## config.mk

```make
export PLATFORM = sky130hd
export DESIGN_NAME = drive_input_mode_selector
export DESIGN_NICKNAME = d
export VERILOG_FILES = /design/src/core/mode_sel_pkg.sv /design/src/core/drive_input_mode_selector.sv /design/src/core/pin_sync.sv /design/src/core/slot_table_mem.sv
export SDC_FILE = /design/constraint.sdc
export NUM_CORES = 2
export LEC_CHECK = 0
export BUFFER_PORTS_ARGS = -buffer_cell sky130_fd_sc_hd__buf_4
export CAP_MARGIN = 20
export CELL_PAD_IN_SITES_DETAIL_PLACEMENT = 1
export CELL_PAD_IN_SITES_GLOBAL_PLACEMENT = 2
export CORE_MARGIN = 2
export CORE_UTILIZATION = 43
export CTS_CLUSTER_SIZE = 24
export DETAILED_ROUTE_END_ITERATION = 10
export GPL_ROUTABILITY_DRIVEN = 0
export GPL_TIMING_DRIVEN = 0
export HOLD_SLACK_MARGIN = 0.05
export PLACE_DENSITY_LB_ADDON = 0.05
export REMOVE_ABC_BUFFERS = 1
export SLEW_MARGIN = 10
export SYNTH_ARGS = -nofsm -noshare
export SYNTH_HDL_FRONTEND = slang
export SYNTH_SLANG_ARGS = --single-unit
```

## constraint.sdc

```tcl
create_clock -name clk_in -period 80.2 [get_ports clk_in]
set_input_delay 16.04 -clock clk_in [delete_from_list [all_inputs] [get_ports clk_in]]
set_output_delay 16.04 -clock clk_in [all_outputs]
set_load 0.05 [all_outputs]
```

## src/core/mode_sel_pkg.sv

```systemverilog
package mode_sel_pkg;

	// Register byte offsets
	localparam logic [7:0] OFF_CONFIG     = 8'h00;
	localparam logic [7:0] OFF_PRIM_PI    = 8'h04;
	localparam logic [7:0] OFF_P_ONLY     = 8'h08;
	localparam logic [7:0] OFF_ALT_PI     = 8'h0c;
	localparam logic [7:0] OFF_TAPER      = 8'h10;
	localparam logic [7:0] OFF_BASE_FREQ  = 8'h14;
	localparam logic [7:0] OFF_RAMP_SET1  = 8'h18;
	localparam logic [7:0] OFF_RAMP_SET2  = 8'h1c;
	localparam logic [7:0] OFF_RAMP_THIRD_PROFILE_SELECT  = 8'h20;
	localparam logic [7:0] OFF_SETPOINT   = 8'h28;
	localparam logic [7:0] OFF_STATUS     = 8'h2c;
	localparam logic [7:0] OFF_STORED     = 8'h30;
	localparam logic [7:0] OFF_SLOT_BASE  = 8'h40;
	localparam logic [7:0] OFF_SLOT_LAST  = 8'h5c;

	// Input slot function codes
	localparam logic [7:0] FN_SET2        = 8'h08;
	localparam logic [7:0] FN_THIRD_PROFILE_SELECT        = 8'h11;
	localparam logic [7:0] FN_GAIN_SEL    = 8'h1a;
	localparam logic [7:0] FN_RAISE       = 8'h1b;
	localparam logic [7:0] FN_LOWER       = 8'h1c;
	localparam logic [7:0] FN_ADJ_CLEAR   = 8'h1d;
	localparam logic [7:0] FN_OVERRIDE    = 8'h1f;
	localparam logic [7:0] FN_COMP_MODE   = 8'h2b;

	// Setting codes
	localparam logic [7:0] CM_SLV         = 8'h03;
	localparam logic [7:0] CM_ZERO_SLV    = 8'h04;
	localparam logic [7:0] CM_SENSOR_VEC  = 8'h05;
	localparam logic [7:0] FSRC_TERMINAL  = 8'h01;
	localparam logic [7:0] FSRC_KEYPAD    = 8'h02;
	localparam logic [7:0] STORE_OFF      = 8'h00;
	localparam logic [7:0] STORE_ON       = 8'h01;

	// Reset values
	localparam logic [15:0] PI_GAIN_RESET = 16'h03e8;
	localparam logic [15:0] P_GAIN_RESET  = 16'h0064;
	localparam logic [13:0] TAPER_RESET   = 14'h0064;
	localparam logic [15:0] RAMP_RESET    = 16'h0100;

	// Taper time base: one millisecond of the 250 MHz clock
	localparam int unsigned CLK_MHZ        = 250;
	localparam int unsigned TAPER_UNIT_US  = 1000;
	localparam int unsigned MS_TICK_CYCLES = TAPER_UNIT_US * CLK_MHZ;

	localparam int unsigned SLOTS          = 8;
	localparam int unsigned FN_COUNT       = 8;

	typedef struct packed {
		logic [15:0] pi_prop;
		logic [15:0] pi_integral;
		logic [15:0] p_only;
	} gain_set_t;

	typedef struct packed {
		logic        tapering;
		logic        stored_valid;
		logic        adjust_active;
		logic        run_blocked;
		logic        panel_override;
		logic        p_only_mode;
		logic        alt_gains;
		logic        run;
	} status_t;

endpackage : mode_sel_pkg

```

## src/core/drive_input_mode_selector.sv

```systemverilog
// Operation
// - code 26 in a slot selects gain set
// - selector off primary gains, on alternate gains
// - unassigned selector means primary gains
// - taper between gain sets over programmed ms
// - gain switching only in vector control methods
// - raise input ramps speed up, else holds
// - lower input ramps speed down, else holds
// - clear input erases stored adjusted speed
// - adjust only with source 01 multistep or 02
// - no adjust with analog reference or jog
// - ramp rate from active profile set
// - storage 00 reverts to base after power return
// - storage 01 restores stored value after power
// - override input takes keypad setpoint and run
// - override change while running stops output
// - code 43 on selects P-only compensation in vector control methods
// - unassigned compensation input means PI always
//
// Added by the designer: the register addresses and the APB register port.
`timescale 1ns/10ps
`default_nettype none
module drive_input_mode_selector #(
	parameter int unsigned MS_CYCLES = mode_sel_pkg::MS_TICK_CYCLES,
	parameter int unsigned FREQ_W    = 16
) (
	// Clock and reset
	input  wire logic                         clk_in,
	input  wire logic                         rst_b_in,
	// APB slave
	input  wire logic                         psel_in,
	input  wire logic                         penable_in,
	input  wire logic                         pwrite_in,
	input  wire logic [7:0]                   paddr_in,
	input  wire logic [31:0]                  pwdata_in,
	output var  logic                         pready_out,
	output var  logic [31:0]                  prdata_out,
	output var  logic                         pslverr_out,
	// Input terminal pins and power return pin
	input  wire logic [mode_sel_pkg::SLOTS-1:0] terminal_in,
	input  wire logic                         power_return_in,
	// Run and setpoint sources, same clock
	input  wire logic                         keypad_run_in,
	input  wire logic                         config_run_in,
	input  wire logic [FREQ_W-1:0]            keypad_setpoint_in,
	input  wire logic                         multistep_active_in,
	input  wire logic                         analog_ref_in,
	input  wire logic                         jog_active_in,
	// Drive outputs
	output var  mode_sel_pkg::gain_set_t      gains_out,
	output var  logic                         p_only_mode_out,
	output var  logic [FREQ_W-1:0]            setpoint_out,
	output var  logic                         run_out
);
	localparam int unsigned SLOT_AW = $clog2(mode_sel_pkg::SLOTS);
	localparam int unsigned MS_W    = $clog2(MS_CYCLES + 1);
	localparam logic [MS_W-1:0] MS_LAST = MS_W'(MS_CYCLES - 1);
	localparam logic [7:0] FN_CODES [mode_sel_pkg::FN_COUNT] = '{
		mode_sel_pkg::FN_GAIN_SEL, mode_sel_pkg::FN_RAISE, mode_sel_pkg::FN_LOWER,
		mode_sel_pkg::FN_ADJ_CLEAR, mode_sel_pkg::FN_OVERRIDE, mode_sel_pkg::FN_COMP_MODE,
		mode_sel_pkg::FN_SET2, mode_sel_pkg::FN_THIRD_PROFILE_SELECT};
	localparam int unsigned F_GAIN = 0;
	localparam int unsigned F_UP   = 1;
	localparam int unsigned F_DN   = 2;
	localparam int unsigned F_CLR  = 3;
	localparam int unsigned F_OVR  = 4;
	localparam int unsigned F_PPI  = 5;
	localparam int unsigned F_SET2 = 6;
	localparam int unsigned F_THIRD_PROFILE_SELECT = 7;

	typedef enum logic [1:0] {RUN_IDLE, RUN_ACTIVE, RUN_BLOCKED} run_state_t;

	function automatic logic [15:0] taper_step(input logic [15:0] cur, input logic [15:0] tgt,
			input logic [13:0] rem);
		logic signed [17:0] diff;
		logic signed [17:0] step;
		diff = $signed({2'b00, tgt}) - $signed({2'b00, cur});
		step = diff / $signed({4'b0000, rem});
		taper_step = 16'(cur + step[15:0]);
	endfunction : taper_step

	function automatic logic fn_on(input logic [mode_sel_pkg::SLOTS-1:0] mask,
			input logic [mode_sel_pkg::SLOTS-1:0] pins);
		fn_on = |(mask & pins);
	endfunction : fn_on

	// Configuration registers
	logic [7:0]          ctrl_method_q;
	logic [7:0]          freq_src_q;
	logic [7:0]          run_src_q;
	logic [7:0]          storage_q;
	mode_sel_pkg::gain_set_t primary_q;
	mode_sel_pkg::gain_set_t alt_q;
	logic [13:0]         taper_time_q;
	logic [FREQ_W-1:0]   base_freq_q;
	logic [15:0]         accel_q [3];
	logic [15:0]         decel_q [3];

	logic [mode_sel_pkg::SLOTS-1:0] term_s;
	logic                power_s;
	logic                power_prev_q;
	logic [mode_sel_pkg::SLOTS-1:0] fn_mask_q [mode_sel_pkg::FN_COUNT];

	// APB decode
	logic                access;
	logic                commit_wr;
	logic                slot_addr;
	logic                slot_wait_q;
	logic                mapped;
	logic [SLOT_AW-1:0]  slot_idx;
	logic [SLOT_AW-1:0]  scan_q;
	logic [SLOT_AW-1:0]  scan_prev_q;
	logic                scan_valid_q;
	logic [SLOT_AW-1:0]  mem_raddr;
	logic [7:0]          mem_rdata;
	mode_sel_pkg::status_t status;
	logic [FREQ_W-1:0]   stored_q;

	assign access    = psel_in & penable_in;
	assign commit_wr = access & pready_out & pwrite_in;
	assign slot_addr = (paddr_in >= mode_sel_pkg::OFF_SLOT_BASE) && (paddr_in <= mode_sel_pkg::OFF_SLOT_LAST)
		&& (paddr_in[1:0] == 2'b00);
	assign slot_idx  = paddr_in[SLOT_AW+1:2];
	assign mem_raddr = (psel_in & slot_addr & ~pwrite_in) ? slot_idx : scan_q;

	always_comb begin
		case (paddr_in)
			mode_sel_pkg::OFF_CONFIG, mode_sel_pkg::OFF_PRIM_PI, mode_sel_pkg::OFF_P_ONLY,
			mode_sel_pkg::OFF_ALT_PI, mode_sel_pkg::OFF_TAPER, mode_sel_pkg::OFF_BASE_FREQ,
			mode_sel_pkg::OFF_RAMP_SET1, mode_sel_pkg::OFF_RAMP_SET2, mode_sel_pkg::OFF_RAMP_THIRD_PROFILE_SELECT,
			mode_sel_pkg::OFF_SETPOINT, mode_sel_pkg::OFF_STATUS, mode_sel_pkg::OFF_STORED: begin
				mapped = 1'b1;
			end
			default: begin
				mapped = slot_addr;
			end
		endcase
	end

	pin_sync #(.WIDTH(mode_sel_pkg::SLOTS + 1)) u_pin_sync (
		.clk_in   (clk_in),
		.rst_b_in (rst_b_in),
		.async_in ({power_return_in, terminal_in}),
		.sync_out ({power_s, term_s})
	);

	slot_table_mem #(.DEPTH(mode_sel_pkg::SLOTS), .WIDTH(8)) u_slot_table (
		.clk_in      (clk_in),
		.rst_b_in    (rst_b_in),
		.wr_en_in    (commit_wr & slot_addr),
		.wr_addr_in  (slot_idx),
		.wr_data_in  (pwdata_in[7:0]),
		.rd_addr_in  (mem_raddr),
		.rd_data_out (mem_rdata)
	);

	// Slot table read waits one extra cycle for the memory's registered output
	always_ff @(posedge clk_in or negedge rst_b_in) begin
		if (!rst_b_in) begin
			pready_out  <= 1'b0;
			pslverr_out <= 1'b0;
			slot_wait_q <= 1'b0;
		end else begin
			slot_wait_q <= access & ~pready_out & slot_addr & ~pwrite_in & ~slot_wait_q;
			pready_out  <= access & ~pready_out & (~(slot_addr & ~pwrite_in) | slot_wait_q);
			pslverr_out <= access & ~pready_out & ~mapped;
		end
	end

	always_ff @(posedge clk_in or negedge rst_b_in) begin
		if (!rst_b_in) begin
			prdata_out <= 32'h0000_0000;
		end else if (access & ~pready_out & (~pwrite_in | ~mapped)) begin
			case (paddr_in)
				mode_sel_pkg::OFF_CONFIG:    prdata_out <= {storage_q, run_src_q, freq_src_q, ctrl_method_q};
				mode_sel_pkg::OFF_PRIM_PI:   prdata_out <= {primary_q.pi_integral, primary_q.pi_prop};
				mode_sel_pkg::OFF_P_ONLY:    prdata_out <= {alt_q.p_only, primary_q.p_only};
				mode_sel_pkg::OFF_ALT_PI:    prdata_out <= {alt_q.pi_integral, alt_q.pi_prop};
				mode_sel_pkg::OFF_TAPER:     prdata_out <= {18'h0_0000, taper_time_q};
				mode_sel_pkg::OFF_BASE_FREQ: prdata_out <= 32'(base_freq_q);
				mode_sel_pkg::OFF_RAMP_SET1: prdata_out <= {decel_q[0], accel_q[0]};
				mode_sel_pkg::OFF_RAMP_SET2: prdata_out <= {decel_q[1], accel_q[1]};
				mode_sel_pkg::OFF_RAMP_THIRD_PROFILE_SELECT: prdata_out <= {decel_q[2], accel_q[2]};
				mode_sel_pkg::OFF_SETPOINT:  prdata_out <= 32'(setpoint_out);
				mode_sel_pkg::OFF_STATUS:    prdata_out <= 32'(status);
				mode_sel_pkg::OFF_STORED:    prdata_out <= 32'(stored_q);
				default:                     prdata_out <= slot_wait_q ? 32'(mem_rdata) : 32'h0000_0000;
			endcase
		end
	end

	always_ff @(posedge clk_in or negedge rst_b_in) begin
		if (!rst_b_in) begin
			ctrl_method_q <= 8'h00;
			freq_src_q    <= 8'h00;
			run_src_q     <= 8'h00;
			storage_q     <= mode_sel_pkg::STORE_OFF;
			primary_q     <= '{mode_sel_pkg::PI_GAIN_RESET, mode_sel_pkg::PI_GAIN_RESET, mode_sel_pkg::P_GAIN_RESET};
			alt_q         <= '{mode_sel_pkg::PI_GAIN_RESET, mode_sel_pkg::PI_GAIN_RESET, mode_sel_pkg::P_GAIN_RESET};
			taper_time_q  <= mode_sel_pkg::TAPER_RESET;
			base_freq_q   <= '0;
			for (int i = 0; i < 3; i++) begin
				accel_q[i] <= mode_sel_pkg::RAMP_RESET;
				decel_q[i] <= mode_sel_pkg::RAMP_RESET;
			end
		end else if (commit_wr) begin
			case (paddr_in)
				mode_sel_pkg::OFF_CONFIG: begin
					{storage_q, run_src_q, freq_src_q, ctrl_method_q} <= pwdata_in;
				end
				mode_sel_pkg::OFF_PRIM_PI:   {primary_q.pi_integral, primary_q.pi_prop} <= pwdata_in;
				mode_sel_pkg::OFF_P_ONLY:    {alt_q.p_only, primary_q.p_only} <= pwdata_in;
				mode_sel_pkg::OFF_ALT_PI:    {alt_q.pi_integral, alt_q.pi_prop} <= pwdata_in;
				mode_sel_pkg::OFF_TAPER:     taper_time_q <= pwdata_in[13:0];
				mode_sel_pkg::OFF_BASE_FREQ: base_freq_q <= pwdata_in[FREQ_W-1:0];
				mode_sel_pkg::OFF_RAMP_SET1: {decel_q[0], accel_q[0]} <= pwdata_in;
				mode_sel_pkg::OFF_RAMP_SET2: {decel_q[1], accel_q[1]} <= pwdata_in;
				mode_sel_pkg::OFF_RAMP_THIRD_PROFILE_SELECT: {decel_q[2], accel_q[2]} <= pwdata_in;
				default: begin
				end
			endcase
		end
	end

	// Slot scanner rebuilds each function's terminal mask; pauses while the bus owns the read port
	always_ff @(posedge clk_in or negedge rst_b_in) begin
		if (!rst_b_in) begin
			scan_q       <= '0;
			scan_prev_q  <= '0;
			scan_valid_q <= 1'b0;
			for (int f = 0; f < mode_sel_pkg::FN_COUNT; f++) begin
				fn_mask_q[f] <= '0;
			end
		end else begin
			scan_valid_q <= (mem_raddr == scan_q);
			scan_prev_q  <= scan_q;
			if (mem_raddr == scan_q) begin
				scan_q <= SLOT_AW'(scan_q + 1'b1);
			end
			if (scan_valid_q) begin
				for (int f = 0; f < mode_sel_pkg::FN_COUNT; f++) begin
					fn_mask_q[f][scan_prev_q] <= (mem_rdata == FN_CODES[f]);
				end
			end
		end
	end

	// Mode decode
	logic vector_mode;
	logic sel_alt;
	logic raise_on;
	logic lower_on;
	logic override_on;
	logic adjust_en;
	logic [1:0] profile;
	assign vector_mode = (ctrl_method_q == mode_sel_pkg::CM_SLV) || (ctrl_method_q == mode_sel_pkg::CM_ZERO_SLV)
		|| (ctrl_method_q == mode_sel_pkg::CM_SENSOR_VEC);
	// An empty mask reads as off, so an unassigned selector keeps the primary set
	assign sel_alt     = vector_mode & fn_on(fn_mask_q[F_GAIN], term_s);
	assign raise_on    = fn_on(fn_mask_q[F_UP], term_s);
	assign lower_on    = fn_on(fn_mask_q[F_DN], term_s);
	assign override_on = fn_on(fn_mask_q[F_OVR], term_s);
	assign adjust_en   = ((freq_src_q == mode_sel_pkg::FSRC_KEYPAD)
		|| ((freq_src_q == mode_sel_pkg::FSRC_TERMINAL) & multistep_active_in))
		& ~analog_ref_in & ~jog_active_in;
	assign profile     = fn_on(fn_mask_q[F_THIRD_PROFILE_SELECT], term_s) ? 2'd2
		: (fn_on(fn_mask_q[F_SET2], term_s) ? 2'd1 : 2'd0);

	// Millisecond tick for the gain taper
	logic [MS_W-1:0] ms_cnt_q;
	logic            ms_tick;
	assign ms_tick = (ms_cnt_q == MS_LAST);
	always_ff @(posedge clk_in or negedge rst_b_in) begin
		if (!rst_b_in) begin
			ms_cnt_q <= '0;
		end else begin
			ms_cnt_q <= ms_tick ? '0 : MS_W'(ms_cnt_q + 1'b1);
		end
	end

	// Gain taper: each tick closes 1/remaining of the gap, so the last tick lands exactly
	mode_sel_pkg::gain_set_t target;
	mode_sel_pkg::gain_set_t target_q;
	logic [13:0]             taper_rem_q;
	assign target = sel_alt ? alt_q : primary_q;
	always_ff @(posedge clk_in or negedge rst_b_in) begin
		if (!rst_b_in) begin
			gains_out   <= '{mode_sel_pkg::PI_GAIN_RESET, mode_sel_pkg::PI_GAIN_RESET, mode_sel_pkg::P_GAIN_RESET};
			target_q    <= '{mode_sel_pkg::PI_GAIN_RESET, mode_sel_pkg::PI_GAIN_RESET, mode_sel_pkg::P_GAIN_RESET};
			taper_rem_q <= '0;
		end else begin
			target_q <= target;
			if (target != target_q) begin
				taper_rem_q <= taper_time_q;
				if (taper_time_q == '0) begin
					gains_out <= target;
				end
			end else if ((taper_rem_q != '0) & ms_tick) begin
				gains_out.pi_prop     <= taper_step(gains_out.pi_prop, target.pi_prop, taper_rem_q);
				gains_out.pi_integral <= taper_step(gains_out.pi_integral, target.pi_integral, taper_rem_q);
				gains_out.p_only      <= taper_step(gains_out.p_only, target.p_only, taper_rem_q);
				taper_rem_q           <= 14'(taper_rem_q - 1'b1);
			end
		end
	end

	always_ff @(posedge clk_in or negedge rst_b_in) begin
		if (!rst_b_in) begin
			p_only_mode_out <= 1'b0;
		end else begin
			p_only_mode_out <= vector_mode & fn_on(fn_mask_q[F_PPI], term_s);
		end
	end

	// Raise/lower ramp and stored value
	logic [FREQ_W-1:0] adj_q;
	logic              stored_valid_q;
	logic [15:0]       ramp_cnt_q;
	logic [15:0]       ramp_period;
	logic              ramping;
	logic              power_return;
	assign ramping      = adjust_en & (raise_on ^ lower_on);
	assign ramp_period  = raise_on ? accel_q[profile] : decel_q[profile];
	assign power_return = power_s & ~power_prev_q;

	always_ff @(posedge clk_in or negedge rst_b_in) begin
		if (!rst_b_in) begin
			power_prev_q <= 1'b0;
			ramp_cnt_q   <= '0;
			adj_q        <= '0;
		end else begin
			power_prev_q <= power_s;
			ramp_cnt_q   <= (ramping & (ramp_cnt_q < ramp_period)) ? 16'(ramp_cnt_q + 1'b1) : '0;
			if (power_return) begin
				adj_q <= ((storage_q == mode_sel_pkg::STORE_ON) & stored_valid_q) ? stored_q
					: base_freq_q;
			end else if (fn_on(fn_mask_q[F_CLR], term_s) | (commit_wr & (paddr_in == mode_sel_pkg::OFF_BASE_FREQ))) begin
				adj_q <= commit_wr ? pwdata_in[FREQ_W-1:0] : base_freq_q;
			end else if (ramping & (ramp_cnt_q >= ramp_period)) begin
				if (raise_on & (adj_q != '1)) begin
					adj_q <= FREQ_W'(adj_q + 1'b1);
				end else if (lower_on & (adj_q != '0)) begin
					adj_q <= FREQ_W'(adj_q - 1'b1);
				end
			end
		end
	end

	// Stored copy survives power return; only reset and the clear input drop it
	always_ff @(posedge clk_in or negedge rst_b_in) begin
		if (!rst_b_in) begin
			stored_q       <= '0;
			stored_valid_q <= 1'b0;
		end else if (fn_on(fn_mask_q[F_CLR], term_s)) begin
			stored_q       <= '0;
			stored_valid_q <= 1'b0;
		end else if ((storage_q == mode_sel_pkg::STORE_ON) & ~power_return & (adj_q != base_freq_q)) begin
			stored_q       <= adj_q;
			stored_valid_q <= 1'b1;
		end
	end

	// Run command path with override stop
	run_state_t run_state_q;
	logic       override_q;
	logic       run_src;
	assign run_src = override_on ? keypad_run_in : config_run_in;
	always_ff @(posedge clk_in or negedge rst_b_in) begin
		if (!rst_b_in) begin
			run_state_q <= RUN_IDLE;
			override_q  <= 1'b0;
		end else begin
			override_q <= override_on;
			case (run_state_q)
				RUN_IDLE: begin
					if (run_src) begin
						run_state_q <= RUN_ACTIVE;
					end
				end
				RUN_ACTIVE: begin
					if (override_on != override_q) begin
						run_state_q <= RUN_BLOCKED;
					end else if (!run_src) begin
						run_state_q <= RUN_IDLE;
					end
				end
				RUN_BLOCKED: begin
					if (!keypad_run_in & !config_run_in) begin
						run_state_q <= RUN_IDLE;
					end
				end
				default: begin
					run_state_q <= RUN_IDLE;
				end
			endcase
		end
	end

	always_ff @(posedge clk_in or negedge rst_b_in) begin
		if (!rst_b_in) begin
			run_out      <= 1'b0;
			setpoint_out <= '0;
		end else begin
			run_out      <= (run_state_q == RUN_ACTIVE) & (override_on == override_q) & run_src;
			setpoint_out <= override_on ? keypad_setpoint_in : (adjust_en ? adj_q : base_freq_q);
		end
	end

	assign status = '{tapering: (taper_rem_q != '0), stored_valid: stored_valid_q, adjust_active: ramping,
		run_blocked: (run_state_q == RUN_BLOCKED), panel_override: override_on, p_only_mode: p_only_mode_out,
		alt_gains: sel_alt, run: run_out};
endmodule : drive_input_mode_selector
`default_nettype wire

```

## src/core/pin_sync.sv

```systemverilog
`timescale 1ns/10ps
`default_nettype none
module pin_sync #(
	parameter int unsigned WIDTH = 1
) (
	// Clock and reset
	input  wire logic             clk_in,
	input  wire logic             rst_b_in,
	// Data
	input  wire logic [WIDTH-1:0] async_in,
	output var  logic [WIDTH-1:0] sync_out
);
	logic [WIDTH-1:0] meta_q;

	always_ff @(posedge clk_in or negedge rst_b_in) begin
		if (!rst_b_in) begin
			meta_q   <= '0;
			sync_out <= '0;
		end else begin
			meta_q   <= async_in;
			sync_out <= meta_q;
		end
	end
endmodule : pin_sync
`default_nettype wire

```

## src/core/slot_table_mem.sv

```systemverilog
`timescale 1ns/10ps
`default_nettype none
module slot_table_mem #(
	parameter int unsigned DEPTH = 8,
	parameter int unsigned WIDTH = 8
) (
	// Clock and reset
	input  wire logic                     clk_in,
	input  wire logic                     rst_b_in,
	// Write port
	input  wire logic                     wr_en_in,
	input  wire logic [$clog2(DEPTH)-1:0] wr_addr_in,
	input  wire logic [WIDTH-1:0]         wr_data_in,
	// Read port, data one cycle after address
	input  wire logic [$clog2(DEPTH)-1:0] rd_addr_in,
	output var  logic [WIDTH-1:0]         rd_data_out
);
	logic [WIDTH-1:0] mem_q [DEPTH];

	always_ff @(posedge clk_in or negedge rst_b_in) begin
		if (!rst_b_in) begin
			for (int i = 0; i < DEPTH; i++) begin
				mem_q[i] <= '0;
			end
		end else if (wr_en_in) begin
			mem_q[wr_addr_in] <= wr_data_in;
		end
	end

	always_ff @(posedge clk_in or negedge rst_b_in) begin
		if (!rst_b_in) begin
			rd_data_out <= '0;
		end else begin
			rd_data_out <= mem_q[rd_addr_in];
		end
	end
endmodule : slot_table_mem
`default_nettype wire

```

==> metrics.cfg <==
[placed_design]
io_buffers = 174
dp_hpwl_um = 180000
dp.cells = 9128
dp_worst_setup_slack_ns = 27.83

[sta]
fin_crit_sh_pct = 65.1
finalSetupViolCount = 0
slew_violations = 0
slew_headroom_pct = 18.3
finalHoldViolations = 0
timing.fmax_ghz = 0.0192
tightest_slew_ns = 1.19
rsz0062_at_grt = no
fin_setup_tns_ns = 0
fin_skew_ns = 0.0363
period_needed_ns = 52.17
setup_slack_ns = 28.03

[outcome]
status = finished, final reports clean

[clock_network]
cts_buffer_depth = 3
ctsResizeCount = 0
cts_setup_buffers = 0
cts_hold_buf = 0
cts_made_buffers = 75
cts_sinks = 649
cts-root-buf = clkbuf_16
clk_latency_ns = 0.66
htreeDepth = 3
clk_pin_slew_ns = 0.06
cts_tree = done

[floorplanning]
fp-row-count = 138
start_util_pct = 43.3
dieArea_um2 = 145000
fp.coreArea_um2 = 141000
dieWidth_um = 381
ios = 175
die_height_um = 381

[setup_path]
rr_startpoint = ctrl_method_q[6]
crit_path_max_incr_delay_ns = 0.74
reg2reg_slack_ns = 28.03
startpoint = ctrl_method_q[6]
reg2regPathDepth = 186
critical_path.slowest_cell = nor2b_2
start_kind = register
path_class = register to register
r2r-end = gains_out[31]
critPathRequiredTime_ns = 80.76
cpMostUsedCell = a21oi_1
cp_max_fo = 34
end_kind = register
cp_data_arrival_time_ns = 52.74
crit_end = gains_out[31]

[synth]
synth-xor-area-share_pct = 7.25
ys_seq_area_share_pct = 26.7
yosysMostFrequentCell = nand2_1
synth-compound-area-share_pct = 22.0
synth_top_family_by_area = compound AO/OA/AOI/OAI gates
yosysTopAreaCellShare_pct = 23.7
synthTopCellsByCount = 845 x nand2_1, 623 x ha_1, 580 x dfrtp_1, 580 x nor2_1, 515 x a21oi_1
synth-seq-cells = 649
netlist_top_cells_area = dfrtp_1 24%, ha_1 13%, mux2_2 8.1%
async_flop_share_pct = 100
synth-adder-area-share_pct = 13.0
yosys-mux-area-fraction_pct = 9.87
synth_edf_count = 0
yosys.area_share.simple_pct = 18.0
yosys_warnings = 0
syn_area_um2 = 61300
synth_top_area_cell = dfrtp_1
syn_avg_cell_area_um2 = 8.44
synth_cell_types = 105
syn_inst = 7256
synthFlopType = dfrtp_1

[hold_path]
min_path_type = register to register
hold_depth = 0

[global_routing]
grtUsageMet2_pct = 50.9
grtUsageMet1_pct = 42.7
grt_pass1_vias = 58800
overflow = 0
antenna_found_initial = 9
grt-busiest-layer = met2
grt_use_met3_pct = 3.95
track_usage_pct = 31.4
grt_first_pass_wirelength_um = 358000
grt_max_degree = 111

[layout]
nets = 8022
area_growth_pct = 11.7
layout-drive-gt1-share_pct = 14.8
finalCoreUtilization_pct = 48.4
layout.cells.non_filler = 9273
n_fill_cell = 16600

[job]
cap_violations = 0

[drt]
num_vias = 57300
dr.pass1.iters = 6
final_antenna_net_count = 0
vias_per_cell = 6.18
avgRoutedWirePerCell_um = 25.1
drc = 0
wirelength_um = 233000
drtIter0Drc = 3672

==> sequential cells by signal (all words and copies together), names as in the netlist, 16 cells and up <==
register,cells
stored_q,16
primary_q,48
target_q,48
setpoint_out,16
adj_q,16
alt_q,48
decel_q,48
fn_mask_q,64
ramp_cnt_q,16
u_slot_table.mem_q,64
accel_q,48
gains_out,48
prdata_out,32
ms_cnt_q,18
base_freq_q,16
==> logic make-up after synthesis <==
kind of cell / count (synthesis)
buffers and inverters: 523
other: 1
adder cells (fa/ha/maj): 630
multiplexers: 549
AO/OA/AOI/OAI: 2034
AND/OR/NAND/NOR: 2363
flip-flops: 649
XOR/XNOR: 507
==> routing by layer <==
metal  up-vias  wire length (um)
met4         6              8740
met3       327             11000
met2      1226            106000
met1     28900            107000
met5         -                44
li1      26800                 -
==> layout by cell type, fill, tap and decap left out, types with 25 or more instances in the layout <==
| cell | n |
|---|---|
| o211ai_1 | 73 |
| nand3b_1 | 34 |
| nand4_1 | 62 |
| xnor2_1 | 323 |
| inv_1 | 224 |
| o21ai_0 | 399 |
| a22oi_1 | 88 |
| nor2_1 | 566 |
| buf_4 | 188 |
| ha_1 | 623 |
| clkbuf_16 | 75 |
| xor2_1 | 184 |
| and3_1 | 38 |
| or2_2 | 46 |
| a221oi_1 | 34 |
| and2_1 | 55 |
| o31ai_1 | 49 |
| buf_12 | 25 |
| a21oi_1 | 514 |
| mux2_2 | 442 |
| or3_1 | 71 |
| mux2i_1 | 102 |
| a31oi_1 | 78 |
| nand2_1 | 837 |
| a21o_1 | 145 |
| nand3_1 | 202 |
| dfrtp_1 | 579 |
| dfstp_2 | 69 |
| o21a_1 | 151 |
| a222oi_1 | 25 |
| nor2b_1 | 49 |
| a211oi_1 | 68 |
| a22o_1 | 54 |
| nand2b_1 | 68 |
| nor3_1 | 168 |
| o21bai_1 | 48 |
| nor4_1 | 47 |
==> worst max-delay path, delay by kind of cell (launching register included) <==
kind	cells	cell delay, ns
buffers and inverters	8	2.02
AOI/OAI and AO/OA	113	31.11
adders and majority gates	20	6.21
xor gates and xnor gates	1	0.21
DFF	1	0.40
and+or+nand+nor	42	11.21
muxes	2	0.72
==> cell type report <==
type	count	area, um^2	area share, %
diodes	4	10.0	0.0146
clock buffers	93	2050	3.00
clock inverters	46	676	0.987
inverters	240	923	1.35
multi-input cells	6086	43300	63.3
flip-flops and latches	649	16300	23.9
well taps	1890	2360	3.46
repair buffers	265	2750	4.02
==> stage by stage <==
stage               area (um^2)  hold slack, ns
finish                    68400           0.344
global route              68400           0.359
CTS                       68400           0.348
detailed placement        65700           0.336
global placement          63900           0.332
floorplan                 60200           0.331
==> worst min path at each step <==
stage | startpoint | to | slack [ns]
3_3_place_gp | u_pin_sync.meta_q[5] | u_pin_sync.sync_out[5] | 0.33
6_report | u_pin_sync.meta_q[5] | u_pin_sync.sync_out[5] | 0.34
5_1_grt | u_pin_sync.meta_q[3] | u_pin_sync.sync_out[3] | 0.36
3_5_place_dp | u_pin_sync.meta_q[0] | u_pin_sync.sync_out[0] | 0.34
2_1_floorplan | u_pin_sync.meta_q[0] | u_pin_sync.sync_out[0] | 0.33
4_1_cts | u_pin_sync.meta_q[4] | u_pin_sync.sync_out[4] | 0.35
Power is left out: the tool's default activity adds up to more than one toggle a clock period on the data nets, which glitch-free logic cannot reach.
